[config.mk]
export PLATFORM = sky130hd
export DESIGN_NAME = did_top
export DESIGN_NICKNAME = d
export VERILOG_FILES = /design/src/pkg/did_pkg.sv /design/src/rtl/did_sync.sv /design/src/rtl/did_shift.sv /design/src/rtl/did_top.sv
export VERILOG_INCLUDE_DIRS = /design/src /design/src/pkg
export SDC_FILE = /design/constraint.sdc
export NUM_CORES = 1
export LEC_CHECK = 0
export BUFFER_PORTS_ARGS = -buffer_cell sky130_fd_sc_hd__buf_2
export CAP_MARGIN = 20
export CORE_MARGIN = 2
export CORE_UTILIZATION = 62
export DETAILED_ROUTE_END_ITERATION = 8
export PLACE_DENSITY = 0.8
export SYNTH_ARGS = -nofsm -noshare
export SYNTH_HDL_FRONTEND = slang
export SYNTH_HIERARCHICAL = 1
export SYNTH_SLANG_ARGS = --single-unit
[constraint.sdc]
create_clock -name i_clk_sys -period 2.1 [get_ports i_clk_sys]
set_clock_uncertainty 0.1 [all_clocks]
set_input_delay 0.42 -clock i_clk_sys [delete_from_list [all_inputs] [get_ports i_clk_sys]]
set_output_delay 0.42 -clock i_clk_sys [all_outputs]
set_load 0.05 [all_outputs]
[src/pkg/did_defines.svh]
`ifndef DID_DEFINES_SVH
`define DID_DEFINES_SVH

// Serial word layout, bit positions within the 24-bit command
`define DID_RW_BIT        23
`define DID_DEV_HI_BIT    22
`define DID_DEV_LO_BIT    21
`define DID_REG_HI        20
`define DID_REG_LO        18
`define DID_CH_HI         17
`define DID_CH_LO         16
`define DID_PAY_HI        15
`define DID_PAY_LO        0
`define DID_CMD_W         24
`define DID_FRAME_W       32
`define DID_CHECK_W       8
`define DID_RW_READ       1'b1

// Frame lengths in bits
`define DID_LEN_PLAIN     6'd24
`define DID_LEN_CHECKED   6'd32
`define DID_CNT_MAX       6'h3F

// Channel count and reset values
`define DID_NUM_CH        4
`define DID_DATA_RST      16'h0000
`define DID_GAIN_RST      16'hFFFF
`define DID_OFFS_RST      16'h0000
`define DID_CLEAR_RST     16'h0000
`define DID_CTRLW_RST     18'h00000

// APB register map, byte addresses
`define DID_ADDR_CTRL     8'h00
`define DID_ADDR_STATUS   8'h04
`define DID_ADDR_LAST     8'h08
`define DID_ADDR_CTRLW    8'h0C
`define DID_ADDR_COUNT    8'h50
`define DID_BANK_DATA     4'h1
`define DID_BANK_GAIN     4'h2
`define DID_BANK_OFFS     4'h3
`define DID_BANK_CLEAR    4'h4

// Control register fields
`define DID_CTRL_CHECK_EN 0
`define DID_CTRL_SOFT_RST 1

// Status register fields
`define DID_ST_FRAME_ERR  0
`define DID_ST_MISMATCH   1
`define DID_ST_BUSY       2
`define DID_ST_CAL_LO     4
`define DID_ST_CHECK_LO   8

`endif

[src/pkg/did_pkg.sv]
`default_nettype none

package did_pkg;

  typedef enum logic [2:0]
  {
    DID_REG_DATA     = 3'h0,
    DID_REG_NONE     = 3'h1,
    DID_REG_GAIN     = 3'h2,
    DID_REG_GAIN_ALL = 3'h3,
    DID_REG_OFFS     = 3'h4,
    DID_REG_OFFS_ALL = 3'h5,
    DID_REG_CLEAR    = 3'h6,
    DID_REG_CTRL     = 3'h7
  } did_regsel_t;

  typedef enum logic [1:0]
  {
    DID_RX_IDLE  = 2'h0,
    DID_RX_SHIFT = 2'h1,
    DID_RX_END   = 2'h3
  } did_rx_state_t;

endpackage

`default_nettype wire

[src/rtl/did_sync.sv]
`default_nettype none

module did_sync #(
  parameter int              WIDTH     = 1,
  parameter logic [WIDTH-1:0] RESET_VAL = '0
) (
  // Clock and reset
  input  wire logic             i_clk_sys,
  input  wire logic             i_resetn,
  // Level crossing
  input  wire logic [WIDTH-1:0] i_async,
  output logic      [WIDTH-1:0] o_sync
);

  logic [WIDTH-1:0] meta;

  always_ff @(posedge i_clk_sys or negedge i_resetn)
  begin
    if (!i_resetn)
    begin
      meta   <= RESET_VAL;
      o_sync <= RESET_VAL;
    end
    else
    begin
      meta   <= i_async;
      o_sync <= meta;
    end
  end

endmodule

`default_nettype wire

[src/rtl/did_shift.sv]
`include "did_defines.svh"
`default_nettype none

module did_shift (
  // Clock and reset
  input  wire logic                      i_clk_sys,
  input  wire logic                      i_resetn,
  // Synchronised link
  input  wire logic                      i_sclk,
  input  wire logic                      i_sync_n,
  input  wire logic                      i_sdin,
  input  wire logic                      i_check_en,
  // Received frame
  output logic                           o_word_valid,
  output logic                           o_len_err,
  output logic [`DID_CMD_W-1:0]          o_word,
  output logic [`DID_CHECK_W-1:0]        o_check,
  output logic                           o_busy
);

  did_pkg::did_rx_state_t     state;
  logic                       sclk_d;
  logic                       sync_d;
  logic [5:0]                 cnt;
  logic [`DID_FRAME_W-1:0]    shreg;
  logic                       sclk_fall;
  logic                       frame_start;
  logic                       frame_end;
  logic [5:0]                 want_len;

  // Data is taken on the falling link clock edge
  assign sclk_fall   = sclk_d & ~i_sclk;
  assign frame_start = sync_d & ~i_sync_n;
  assign frame_end   = ~sync_d & i_sync_n;
  assign want_len    = i_check_en ? `DID_LEN_CHECKED : `DID_LEN_PLAIN;

  always_ff @(posedge i_clk_sys or negedge i_resetn)
  begin
    if (!i_resetn)
    begin
      sclk_d <= 1'b0;
      sync_d <= 1'b1;
    end
    else
    begin
      sclk_d <= i_sclk;
      sync_d <= i_sync_n;
    end
  end

  always_ff @(posedge i_clk_sys or negedge i_resetn)
  begin
    if (!i_resetn)
      state <= did_pkg::DID_RX_IDLE;
    else
    begin
      case (state)
        did_pkg::DID_RX_IDLE:
          if (frame_start)
            state <= did_pkg::DID_RX_SHIFT;
        did_pkg::DID_RX_SHIFT:
          if (frame_end)
            state <= did_pkg::DID_RX_END;
        did_pkg::DID_RX_END:
          state <= did_pkg::DID_RX_IDLE;
        default:
          state <= did_pkg::DID_RX_IDLE;
      endcase
    end
  end

  // Counter saturates so an overlong frame is still caught as bad
  always_ff @(posedge i_clk_sys or negedge i_resetn)
  begin
    if (!i_resetn)
    begin
      cnt   <= 6'h00;
      shreg <= '0;
    end
    else if (state == did_pkg::DID_RX_IDLE && frame_start)
    begin
      cnt   <= 6'h00;
      shreg <= '0;
    end
    else if (state == did_pkg::DID_RX_SHIFT && sclk_fall)
    begin
      shreg <= {shreg[`DID_FRAME_W-2:0], i_sdin};
      if (cnt != `DID_CNT_MAX)
        cnt <= cnt + 6'h01;
    end
  end

  always_ff @(posedge i_clk_sys or negedge i_resetn)
  begin
    if (!i_resetn)
    begin
      o_word_valid <= 1'b0;
      o_len_err    <= 1'b0;
      o_word       <= '0;
      o_check      <= '0;
      o_busy       <= 1'b0;
    end
    else
    begin
      o_busy       <= (state == did_pkg::DID_RX_SHIFT);
      o_word_valid <= (state == did_pkg::DID_RX_END) && (cnt == want_len); // RULE9 RULE10
      o_len_err    <= (state == did_pkg::DID_RX_END) && (cnt != want_len); // RULE9 RULE10
      if (state == did_pkg::DID_RX_END)
      begin
        if (i_check_en)
        begin
          o_word  <= shreg[`DID_FRAME_W-1:`DID_CHECK_W]; // RULE10
          o_check <= shreg[`DID_CHECK_W-1:0];
        end
        else
        begin
          o_word  <= shreg[`DID_CMD_W-1:0]; // RULE9
          o_check <= '0;
        end
      end
    end
  end

endmodule

`default_nettype wire

[src/rtl/did_top.sv]
// Contract
// RULE1: After power-up the host resets the device before any configuration.
// RULE2: The host programs the boost supply settings before any channel.
// RULE3: The host then writes each channel control word with output off.
// RULE4: A channel data write starts a calibration of that channel.
// RULE5: The host waits at least 200 us after the data write before enabling.
// RULE6: The host finally rewrites channel control with output drive enabled.
// RULE7: A range change repeats the channel setup without supply settings.
// RULE8: The host should bring the output to zero scale before disabling it.
// RULE9: Without error checking a serial word is exactly 24 bits.
// RULE10: With error checking a word is 32 bits, the last 8 the check code.
// RULE11: The top bit of the command selects read or write.
// RULE12: The two device-select bits must both match the address pins.
// RULE13: Register select 000 is a channel data write, others differ.
// RULE14: A data write takes the low sixteen bits as the code.
// RULE15: Channel select 00..11 picks channels A..D, ignored when irrelevant.
// RULE16: Select 010/011 gain, 100/101 offset, 110 clear code, 111 control.
// RULE17: A word for another device address changes nothing. The code still sets the sticky mismatch status flag for it.
//
// Added by the designer: the APB register port and the placing of the registers.
`include "did_defines.svh"
`default_nettype none

module did_top #(
  parameter int ADDR_W = 8
) (
  // Clock and reset
  input  wire logic              i_clk_sys,
  input  wire logic              i_resetn,
  // APB slave
  input  wire logic              i_psel,
  input  wire logic              i_penable,
  input  wire logic              i_pwrite,
  input  wire logic [ADDR_W-1:0] i_paddr,
  input  wire logic [31:0]       i_pwdata,
  output logic      [31:0]       o_prdata,
  output logic                   o_pready,
  output logic                   o_pslverr,
  // Serial link
  input  wire logic              i_sclk,
  input  wire logic              i_sync_n,
  input  wire logic              i_sdin,
  // Address pins
  input  wire logic              i_address_pin_hi,
  input  wire logic              i_address_pin_lo,
  // Converter side
  output logic [`DID_NUM_CH-1:0] o_cal_start,
  output logic                   o_read_req
);

  logic [4:0]               pins_sync;
  logic                     sclk_s;
  logic                     sync_n_s;
  logic                     sdin_s;
  logic                     addr_hi_s;
  logic                     addr_lo_s;
  logic                     word_valid;
  logic                     len_err;
  logic [`DID_CMD_W-1:0]    word;
  logic [`DID_CHECK_W-1:0]  check_byte;
  logic                     rx_busy;

  logic                     check_en;
  logic                     soft_rst;
  logic                     frame_err;
  logic                     mismatch;
  logic [`DID_NUM_CH-1:0]   cal_req;
  logic [`DID_CHECK_W-1:0]  last_check;
  logic [`DID_CMD_W-1:0]    last_word;
  logic [17:0]              ctrl_word;
  logic [15:0]              cnt_ok;
  logic [15:0]              cnt_bad;
  logic [15:0]              data_reg  [`DID_NUM_CH];
  logic [15:0]              gain_reg  [`DID_NUM_CH];
  logic [15:0]              offs_reg  [`DID_NUM_CH];
  logic [15:0]              clear_reg [`DID_NUM_CH];

  logic                     dev_match;
  logic                     accept_wr;
  logic                     accept_rd;
  did_pkg::did_regsel_t     sel;
  logic [1:0]               ch;
  logic [15:0]              payload;

  logic                     access;
  logic                     wr_fire;
  logic [31:0]              rd_val;
  logic                     rd_ok;
  logic [31:0]              status_val;
  logic [31:0]              st_clr;

  // Every pin crosses two flops before use
  // Reset levels match the idle link, so no false frame edge after reset
  did_sync #(
    .WIDTH     (5),
    .RESET_VAL (5'h0C)
  ) u_sync (
    .i_clk_sys (i_clk_sys),
    .i_resetn  (i_resetn),
    .i_async   ({i_sdin, i_sync_n, i_sclk, i_address_pin_hi,
                 i_address_pin_lo}),
    .o_sync    (pins_sync)
  );

  assign sdin_s    = pins_sync[4];
  assign sync_n_s  = pins_sync[3];
  assign sclk_s    = pins_sync[2];
  assign addr_hi_s = pins_sync[1];
  assign addr_lo_s = pins_sync[0];

  did_shift u_shift (
    .i_clk_sys    (i_clk_sys),
    .i_resetn     (i_resetn),
    .i_sclk       (sclk_s),
    .i_sync_n     (sync_n_s),
    .i_sdin       (sdin_s),
    .i_check_en   (check_en),
    .o_word_valid (word_valid),
    .o_len_err    (len_err),
    .o_word       (word),
    .o_check      (check_byte),
    .o_busy       (rx_busy)
  );

  // True when a write with this select reaches channel idx
  function automatic logic chan_write(
    input did_pkg::did_regsel_t s,
    input did_pkg::did_regsel_t one,
    input logic                 has_all,
    input logic [1:0]           c,
    input logic [1:0]           idx
  );
    logic all_hit;
    all_hit    = has_all &&
                 (s == did_pkg::did_regsel_t'(one + 3'h1));
    chan_write = ((s == one) && (c == idx)) || all_hit; // RULE15
  endfunction

  assign dev_match = (word[`DID_DEV_HI_BIT] == addr_hi_s) &&
                     (word[`DID_DEV_LO_BIT] == addr_lo_s); // RULE12
  assign accept_wr = word_valid && dev_match &&
                     (word[`DID_RW_BIT] != `DID_RW_READ); // RULE11 RULE17
  assign accept_rd = word_valid && dev_match &&
                     (word[`DID_RW_BIT] == `DID_RW_READ); // RULE11 RULE17
  assign sel       = did_pkg::did_regsel_t'(word[`DID_REG_HI:`DID_REG_LO]); // RULE13
  assign ch        = word[`DID_CH_HI:`DID_CH_LO];
  assign payload   = word[`DID_PAY_HI:`DID_PAY_LO]; // RULE14

  // Channel registers; a mismatched word never gets here
  always_ff @(posedge i_clk_sys or negedge i_resetn)
  begin
    if (!i_resetn)
    begin
      for (int i = 0; i < `DID_NUM_CH; i++)
      begin
        data_reg[i]  <= `DID_DATA_RST;
        gain_reg[i]  <= `DID_GAIN_RST;
        offs_reg[i]  <= `DID_OFFS_RST;
        clear_reg[i] <= `DID_CLEAR_RST;
      end
    end
    else if (soft_rst)
    begin
      for (int i = 0; i < `DID_NUM_CH; i++)
      begin
        data_reg[i]  <= `DID_DATA_RST;
        gain_reg[i]  <= `DID_GAIN_RST;
        offs_reg[i]  <= `DID_OFFS_RST;
        clear_reg[i] <= `DID_CLEAR_RST;
      end
    end
    else if (accept_wr)
    begin
      for (int i = 0; i < `DID_NUM_CH; i++)
      begin
        if (chan_write(sel, did_pkg::DID_REG_DATA, 1'b0, ch, 2'(i)))
          data_reg[i] <= payload; // RULE13 RULE14
        if (chan_write(sel, did_pkg::DID_REG_GAIN, 1'b1, ch, 2'(i)))
          gain_reg[i] <= payload; // RULE16
        if (chan_write(sel, did_pkg::DID_REG_OFFS, 1'b1, ch, 2'(i)))
          offs_reg[i] <= payload; // RULE16
        if (chan_write(sel, did_pkg::DID_REG_CLEAR, 1'b0, ch, 2'(i)))
          clear_reg[i] <= payload; // RULE16
      end
    end
  end

  // Control words need a further decode downstream, so keep them whole
  always_ff @(posedge i_clk_sys or negedge i_resetn)
  begin
    if (!i_resetn)
      ctrl_word <= `DID_CTRLW_RST;
    else if (soft_rst)
      ctrl_word <= `DID_CTRLW_RST;
    else if (accept_wr && sel == did_pkg::DID_REG_CTRL)
      ctrl_word <= {ch, payload}; // RULE16
  end

  // Calibration kick and read request toward the converter
  always_ff @(posedge i_clk_sys or negedge i_resetn)
  begin
    if (!i_resetn)
    begin
      o_cal_start <= '0;
      o_read_req  <= 1'b0;
    end
    else
    begin
      for (int i = 0; i < `DID_NUM_CH; i++)
        o_cal_start[i] <= accept_wr &&
          chan_write(sel, did_pkg::DID_REG_DATA, 1'b0, ch, 2'(i)); // RULE4
      o_read_req <= accept_rd; // RULE11
    end
  end

  // Word history and counters
  always_ff @(posedge i_clk_sys or negedge i_resetn)
  begin
    if (!i_resetn)
    begin
      last_word  <= '0;
      last_check <= '0;
      cnt_ok     <= 16'h0000;
      cnt_bad    <= 16'h0000;
    end
    else
    begin
      if (word_valid && dev_match)
      begin
        last_word  <= word;
        last_check <= check_byte;
        cnt_ok     <= cnt_ok + 16'h0001;
      end
      if (len_err)
        cnt_bad <= cnt_bad + 16'h0001;
    end
  end

  // APB: one wait state, so prdata and pready both leave flip-flops
  assign access  = i_psel && i_penable;
  assign wr_fire = access && i_pwrite && o_pready;
  assign st_clr  = (wr_fire && i_paddr == `DID_ADDR_STATUS) ? i_pwdata
                                                            : 32'h0000_0000;

  always_ff @(posedge i_clk_sys or negedge i_resetn)
  begin
    if (!i_resetn)
    begin
      check_en <= 1'b0;
      soft_rst <= 1'b0;
    end
    else
    begin
      soft_rst <= wr_fire && (i_paddr == `DID_ADDR_CTRL) &&
                  i_pwdata[`DID_CTRL_SOFT_RST]; // RULE1
      if (wr_fire && i_paddr == `DID_ADDR_CTRL)
        check_en <= i_pwdata[`DID_CTRL_CHECK_EN]; // RULE10
    end
  end

  // Sticky flags: a new event beats a clear in the same cycle
  always_ff @(posedge i_clk_sys or negedge i_resetn)
  begin
    if (!i_resetn)
    begin
      frame_err <= 1'b0;
      mismatch  <= 1'b0;
      cal_req   <= '0;
    end
    else
    begin
      frame_err <= (frame_err & ~st_clr[`DID_ST_FRAME_ERR]) | len_err;
      mismatch  <= (mismatch & ~st_clr[`DID_ST_MISMATCH]) |
                   (word_valid & ~dev_match); // RULE17
      cal_req   <= (cal_req &
                    ~st_clr[`DID_ST_CAL_LO +: `DID_NUM_CH]) | o_cal_start;
    end
  end

  always_comb
  begin
    status_val = 32'h0000_0000;
    status_val[`DID_ST_FRAME_ERR] = frame_err;
    status_val[`DID_ST_MISMATCH]  = mismatch;
    status_val[`DID_ST_BUSY]      = rx_busy;
    status_val[`DID_ST_CAL_LO +: `DID_NUM_CH]  = cal_req;
    status_val[`DID_ST_CHECK_LO +: `DID_CHECK_W] = last_check;
  end

  always_comb
  begin
    rd_val = 32'h0000_0000;
    rd_ok  = (i_paddr[1:0] == 2'h0);
    case (i_paddr[7:4])
      4'h0:
        case (i_paddr)
          `DID_ADDR_CTRL:   rd_val = {31'h0, check_en};
          `DID_ADDR_STATUS: rd_val = status_val;
          `DID_ADDR_LAST:   rd_val = {8'h00, last_word};
          `DID_ADDR_CTRLW:  rd_val = {14'h0000, ctrl_word};
          default:          rd_ok  = 1'b0;
        endcase
      `DID_BANK_DATA:  rd_val = {16'h0000, data_reg[i_paddr[3:2]]};
      `DID_BANK_GAIN:  rd_val = {16'h0000, gain_reg[i_paddr[3:2]]};
      `DID_BANK_OFFS:  rd_val = {16'h0000, offs_reg[i_paddr[3:2]]};
      `DID_BANK_CLEAR: rd_val = {16'h0000, clear_reg[i_paddr[3:2]]};
      default:
      begin
        if (i_paddr == `DID_ADDR_COUNT)
          rd_val = {cnt_bad, cnt_ok};
        else
          rd_ok = 1'b0;
      end
    endcase
  end

  always_ff @(posedge i_clk_sys or negedge i_resetn)
  begin
    if (!i_resetn)
    begin
      o_pready  <= 1'b0;
      o_prdata  <= 32'h0000_0000;
      o_pslverr <= 1'b0;
    end
    else
    begin
      o_pready <= access && !o_pready;
      if (access && !o_pready)
      begin
        o_prdata  <= i_pwrite ? 32'h0000_0000 : rd_val;
        o_pslverr <= !rd_ok;
      end
      else
      begin
        o_prdata  <= 32'h0000_0000;
        o_pslverr <= 1'b0;
      end
    end
  end

endmodule

`default_nettype wire

==> impl_metrics.ini, run 1 <==
[place]
portBuffers = 62
place_congestion = 0.8741
dp_slack_ns = -0.1285
placed_area_um2 = 23430
hpwl_um = 37030

[floorplan]
coreArea_um2 = 35310
io_pins = 89
initial_core_util_pct = 62.38
die_width_um = 192.5
row_count = 69
die_y_um = 192.5
dieArea_um2 = 37050

[global_routing]
grt_max_degree = 114
antenna_found_initial = 0
grt_usage_pct = 32.38
grt_pass1_wl_um = 91240
overflow = 0
grt_pass1_vias = 16240

[cts]
cts_tree = done
cts_setup_buffers = 0
path_clk_slew_ns = 0.06
clk_latency_ns = 0.57
htreeDepth = 2
clockBufferDepth = 3
cts_root_buf = clkbuf_16
cts-buffers-inserted = 49
clock_sinks = 472

[synthesis]
ys_seq_area_share_pct = 54.02
syn-num-nets = 1964
yosysUniqueCellTypes = 71
netlist_area_um2 = 22030
synth_edf_count = 0
synthFlopType = dfrtp_1
async_flop_share_pct = 100.0
syn_inst = 1910
yosysWarnings = 6
synth_area_per_cell_um2 = 11.53
synth_seq_cells = 472

[hold_path]
holdPathStages = 3
whs_endpoint = cal_req[0]
hp-class = in2reg
hp-start = i_pwdata[4]

[pwr]
power.leakage_nw = 12.23
p_sw_share_pct = 22.89
clockPowerShare_pct = 47.2
seq_power_share_pct = 46.7
power_density_nw_per_um2 = 803.8
combPwrFrac_pct = 6.1
power_mw = 20.35
p_switching_mw = 4.659
peakVddDrop_mv = 0.7098
p_int_mw = 15.69

[worst_setup_path]
crit_required_ns = 2.46
reg2reg_depth = 5
timing.critical_path.buf_inv = 1
slowest_delay_ns = 0.48
cp_cell_sequence = and2_2 -> and2_1 -> nand3_4 -> buf_4 -> mux2i_1
cp-start-kind = flip-flop
critical_path_class = reg2reg
critPathCaptureType = flip-flop
r2r-start = u_shift/o_word[20]
r2r-end = clear_reg[61]
cp.arrival_ns = 2.35
crit_family = simple AND/OR/NAND/NOR gates
critPathSlowestCell = dfrtp_1
cp_max_fo = 16
r2r_slack_ns = 0.12

[layout]
synthToLayoutAreaGrowth_pct = 14.96
num-nets-final = 2053
drive_gt1_share_pct = 22.45
design_area_um2 = 25320
antenna_cells = 0

[timing]
max-slew-margin-rel_pct = 43.51
clock.fmax_mhz = 504.8
post-route-period-util_pct = 94.32
layout_min_cycle_time_ns = 1.981
finalHoldViolations = 0
hold_slack_ns = 0.02227
slew_violations = 0
worst_slack_ns = 0.1192
setup_violations = 0
tightest_slew_ns = 0.8473
rsz0062_at_grt = no

[route]
wl_um = 58140
first_pass_iters = 6
routedWlPerCell_um = 23.25
vias = 16000
drc = 0
viasPerCell = 6.399
antenna_left = 0
first_iter_violations = 1648

[flow_run]
drv_cap = 0

[outcome]
status = complete, no violations
[layout make-up]
class / instances / area (um2)
multi-input cells: 1276 / 9309
clock buffers: 70 / 1438
clock inverters: 22 / 364.1
fillers: 2294 / 9988
well taps: 461 / 576.8
repair buffers: 189 / 1689
inverters: 11 / 46.29
flip-flops and latches: 472 / 11900
[metal layers]
| layer | vias to the layer above | routed length [um] | track usage (%) |
|---|---|---|---|
| met5 | - | 0 | 0 |
| met4 | 0 | 2716 | 15.06 |
| met3 | 162 | 5407 | 5.965 |
| met2 | 795 | 27240 | 50.24 |
| met1 | 8187 | 22780 | 44.73 |
| li1 | 6859 | - | - |
[synth_stat cells (all sizes together), types with 7 or more instances]
library cell,count,area (um2)
xor2,14,122.6
nor3,14,75.07
a21oi,57,285.3
a32oi,12,105.1
a22o,20,175.2
dfstp,69,1813
a211oi,7,57.55
mux2i,284,2843
mux4,64,1441
and2,14,87.58
nor2,103,394.1
buf,69,503.0
a31o,17,148.9
mux2,17,191.4
clkbuf,82,309.0
dfrtp,403,10080
nand4,18,152.7
o21ai,29,145.1
xnor2,18,172.7
nand3,22,160.2
a22oi,31,232.7
nor4,27,229.0
nand2,442,1659
a21o,7,52.55
inv,10,37.53
[power groups by stage]
stage	logic (mW)	clock network, mW	registers [mW]
final	1.24	9.60	9.51
after global routing	1.35	10.1	9.53
after CTS	1.24	9.66	9.50
after detailed placement	1.21	0	9.66
after global placement	1.16	0	9.65
after floorplan	0.656	0	9.59
[cells in the final DEF, fill, tap and decap left out, types with 12 or more instances in the layout]
cell type / netlist / layout
nand2_1: 442 / 442
dfrtp_1: 403 / 402
mux2i_1: 284 / 284
nor2_1: 102 / 102
buf_4: 14 / 89
dfstp_2: 69 / 69
mux4_2: 64 / 64
buf_2: 32 / 59
a21oi_1: 57 / 57
clkbuf_16: 0 / 51
a22oi_1: 31 / 31
buf_12: 1 / 31
o21ai_0: 27 / 27
nor4_1: 23 / 23
a22o_1: 20 / 20
nand3_1: 18 / 18
mux2_2: 17 / 17
a31o_2: 16 / 16
xnor2_1: 16 / 16
xor2_1: 14 / 14
and2_1: 14 / 13
nor3_1: 13 / 13
nand4_1: 13 / 13
a32oi_1: 12 / 12
[metrics by stage]
stage | instances | util (%) | setup TNS, ns
global placement | 2400 | 66.35 | -1.175
detailed placement | 2400 | 66.35 | -1.475
CTS | 2501 | 71.71 | 0
global route | 2501 | 71.71 | 0
floorplan | 1910 | - | 0
finish | 2501 | 71.71 | 0
[worst min-delay path, stage by stage]
cell     delay (ns)
buf_2          0.10
nand2_1        0.05
a21o_1         0.10
[cells by family after synthesis]
logic type,after synthesis,synth area share (%)
AO/OA/AOI/OAI,193,6.010
XOR/XNOR,32,1.341
adder cells (fa/ha/maj),4,0.2272
buffers and inverters,162,3.874
flip-flops,472,54.02
multiplexers,365,20.32
AND/OR/NAND/NOR,682,14.21
[how the worst max path moves through the flow]
stage                            start             to  slack (ns)  depth (start not counted)
floorplan                   i_paddr[2]   o_prdata[13]        0.04                          6
global placement            i_paddr[2]    o_prdata[7]       -0.11                          6
detailed placement          i_paddr[2]    o_prdata[6]       -0.13                          6
CTS                 u_shift/o_word[20]  clear_reg[61]        0.10                          5
global route        u_shift/o_word[20]  clear_reg[61]        0.04                          5
finish              u_shift/o_word[20]  clear_reg[61]        0.12                          5
[timing repair]
action,4_1_cts,5_1_grt
hold endpoints to repair,347,0
hold buffers,9,0
gates resized for setup,0,2
endpoints found under the setup margin,0,2
Note: power is estimated with default switching activity, not from simulation.
==> run 2: changes to the inputs <==
--- a/config.mk
+++ b/config.mk
@@ -12,6 +12,7 @@
 export CORE_UTILIZATION = 62
 export DETAILED_ROUTE_END_ITERATION = 8
 export PLACE_DENSITY = 0.8
+export SETUP_SLACK_MARGIN = 0.3
 export SYNTH_ARGS = -nofsm -noshare
 export SYNTH_HDL_FRONTEND = slang
 export SYNTH_HIERARCHICAL = 1
==> impl_metrics.ini, run 2 (synthesis gave the netlist of run 1 again) <==
[floorplan]
coreArea_um2 = 35310
dieArea_um2 = 37050
row_count = 69
die_width_um = 192.5
io_pins = 89
die_y_um = 192.5
initial_core_util_pct = 62.38

[timing]
slew_violations = 0
max-slew-margin-rel_pct = 61.95
clock.fmax_mhz = 496.0
tightest_slew_ns = 0.5684
worst_slack_ns = 0.08374
setup_violations = 0
layout_min_cycle_time_ns = 2.016
setup_tns_ns = 0
post-route-period-util_pct = 96.01
rsz0062_at_grt = yes
finalHoldViolations = 0

[place]
portBuffers = 62
place_congestion = 0.9067
hpwl_um = 38010
dp_slack_ns = -0.1815

[cts]
clk_latency_ns = 0.57
clockBufferDepth = 3
cts_root_buf = clkbuf_16
clock_sinks = 472
cts_tree = done
cts-buffers-inserted = 48
htreeDepth = 2
path_clk_slew_ns = 0.07

[route]
wl_um = 66100
first_iter_violations = 2060
drc = 0
antenna_left = 0
first_pass_iters = 8
viasPerCell = 6.596
vias = 16780
routedWlPerCell_um = 25.98

[worst_setup_path]
crit_required_ns = 2.47
critPathCaptureType = flip-flop
cp-start-kind = flip-flop
critical_path_class = reg2reg
cp_max_fo = 6
cp.arrival_ns = 2.39

[layout]
fill_cells = 2062
drive_gt1_share_pct = 26.02
mostFrequentLayoutCells = nand2_1 (442), dfrtp_1 (398), mux2i_1 (272)
num-nets-final = 2100
synthToLayoutAreaGrowth_pct = 18.85
antenna_cells = 0
final_common_cell = nand2_1

[flow_run]
drv_cap = 0

[global_routing]
grt_pass1_vias = 16710
antenna_found_initial = 1
grt_max_degree = 140
overflow = 0
grt_pass1_wl_um = 95930
grt_usage_pct = 34.24

[pwr]
power.leakage_nw = 12.64
peakVddDrop_mv = 0.6688
power_density_nw_per_um2 = 733.9

[hold_path]
hp-class = in2reg

[outcome]
status = complete, no violations
==> run 2: critical path, stage by stage, from the launching register on <==
cell,delay [ns]
dfrtp_2,0.46
and4_4,0.29
nand4_1,0.35
nor4_4,0.47
xor2_1,0.25
==> run 2: timing repair <==
action | CTS | global route
setup buffers | 18 | 7
hold buffers | 7 | 0
gates resized for setup | 34 | 49
endpoints found under the setup margin | 246 | 309
pin swaps | 3 | 10
hold endpoints to repair | 43 | 0
cloned | 5 | 4
==> run 2: routing by layer <==
metal	track usage, %	wire, um
met4	15.65	4177
met3	7.638	6780
met1	45.25	24240
met2	54.50	30890
met5	0	13
==> run 2: worst paths after layout <==
path | slack, ns | to | start | cells past startpoint
max | 0.08 | cnt_ok[15] | cnt_ok[2] | 4
min | 0.01 | check_en | i_pwdata[0] | 2
max reg2reg | 0.08 | cnt_ok[15] | cnt_ok[2] | 4
min reg2reg | 0.25 | u_sync/o_sync[4] | u_sync/meta[4] | 0
max in group asynchronous | 0.88 | gain_reg[52] | i_resetn | 4
min in group asynchronous | 0.28 | last_check[1] | i_resetn | 2
==> run 2: where the power goes <==
part / internal [mW] / total (mW) / leakage [nW] / switching [mW]
logic: 0.462 / 1.29 / 5.60 / 0.832
registers: 9.27 / 9.53 / 6.29 / 0.254
clock network: 4.84 / 8.39 / 0.740 / 3.55
total: 14.6 / 19.2 / 12.6 / 4.63
==> run 2: final cells by class <==
| class | count | area [um2] | area share (%) |
|---|---|---|---|
| multi-input combinational | 1276 | 9691 | 37.02 |
| inverter | 11 | 47.55 | 0.1816 |
| sequential | 472 | 11900 | 45.47 |
| clock inverter | 8 | 97.59 | 0.3728 |
| timing repair buffer | 237 | 2444 | 9.334 |
| tap | 461 | 576.8 | 2.203 |
| clock buffer | 79 | 1419 | 5.420 |
==> run 2: per-stage QoR <==
step / utilization, % / power [mW] / cells / area, um2 / hold WS, ns
after floorplan: - / 10.28 / 1910 / 22320 / 0.02441
after global placement: 67.37 / 10.85 / 2416 / 23790 / 0.2322
after detailed placement: 67.37 / 10.90 / 2416 / 23790 / 0.2385
after CTS: 73.08 / 19.17 / 2533 / 25800 / 0.004591
after global routing: 74.14 / 19.75 / 2544 / 26180 / 0.01445
final: 74.14 / 19.21 / 2544 / 26180 / 0.01018
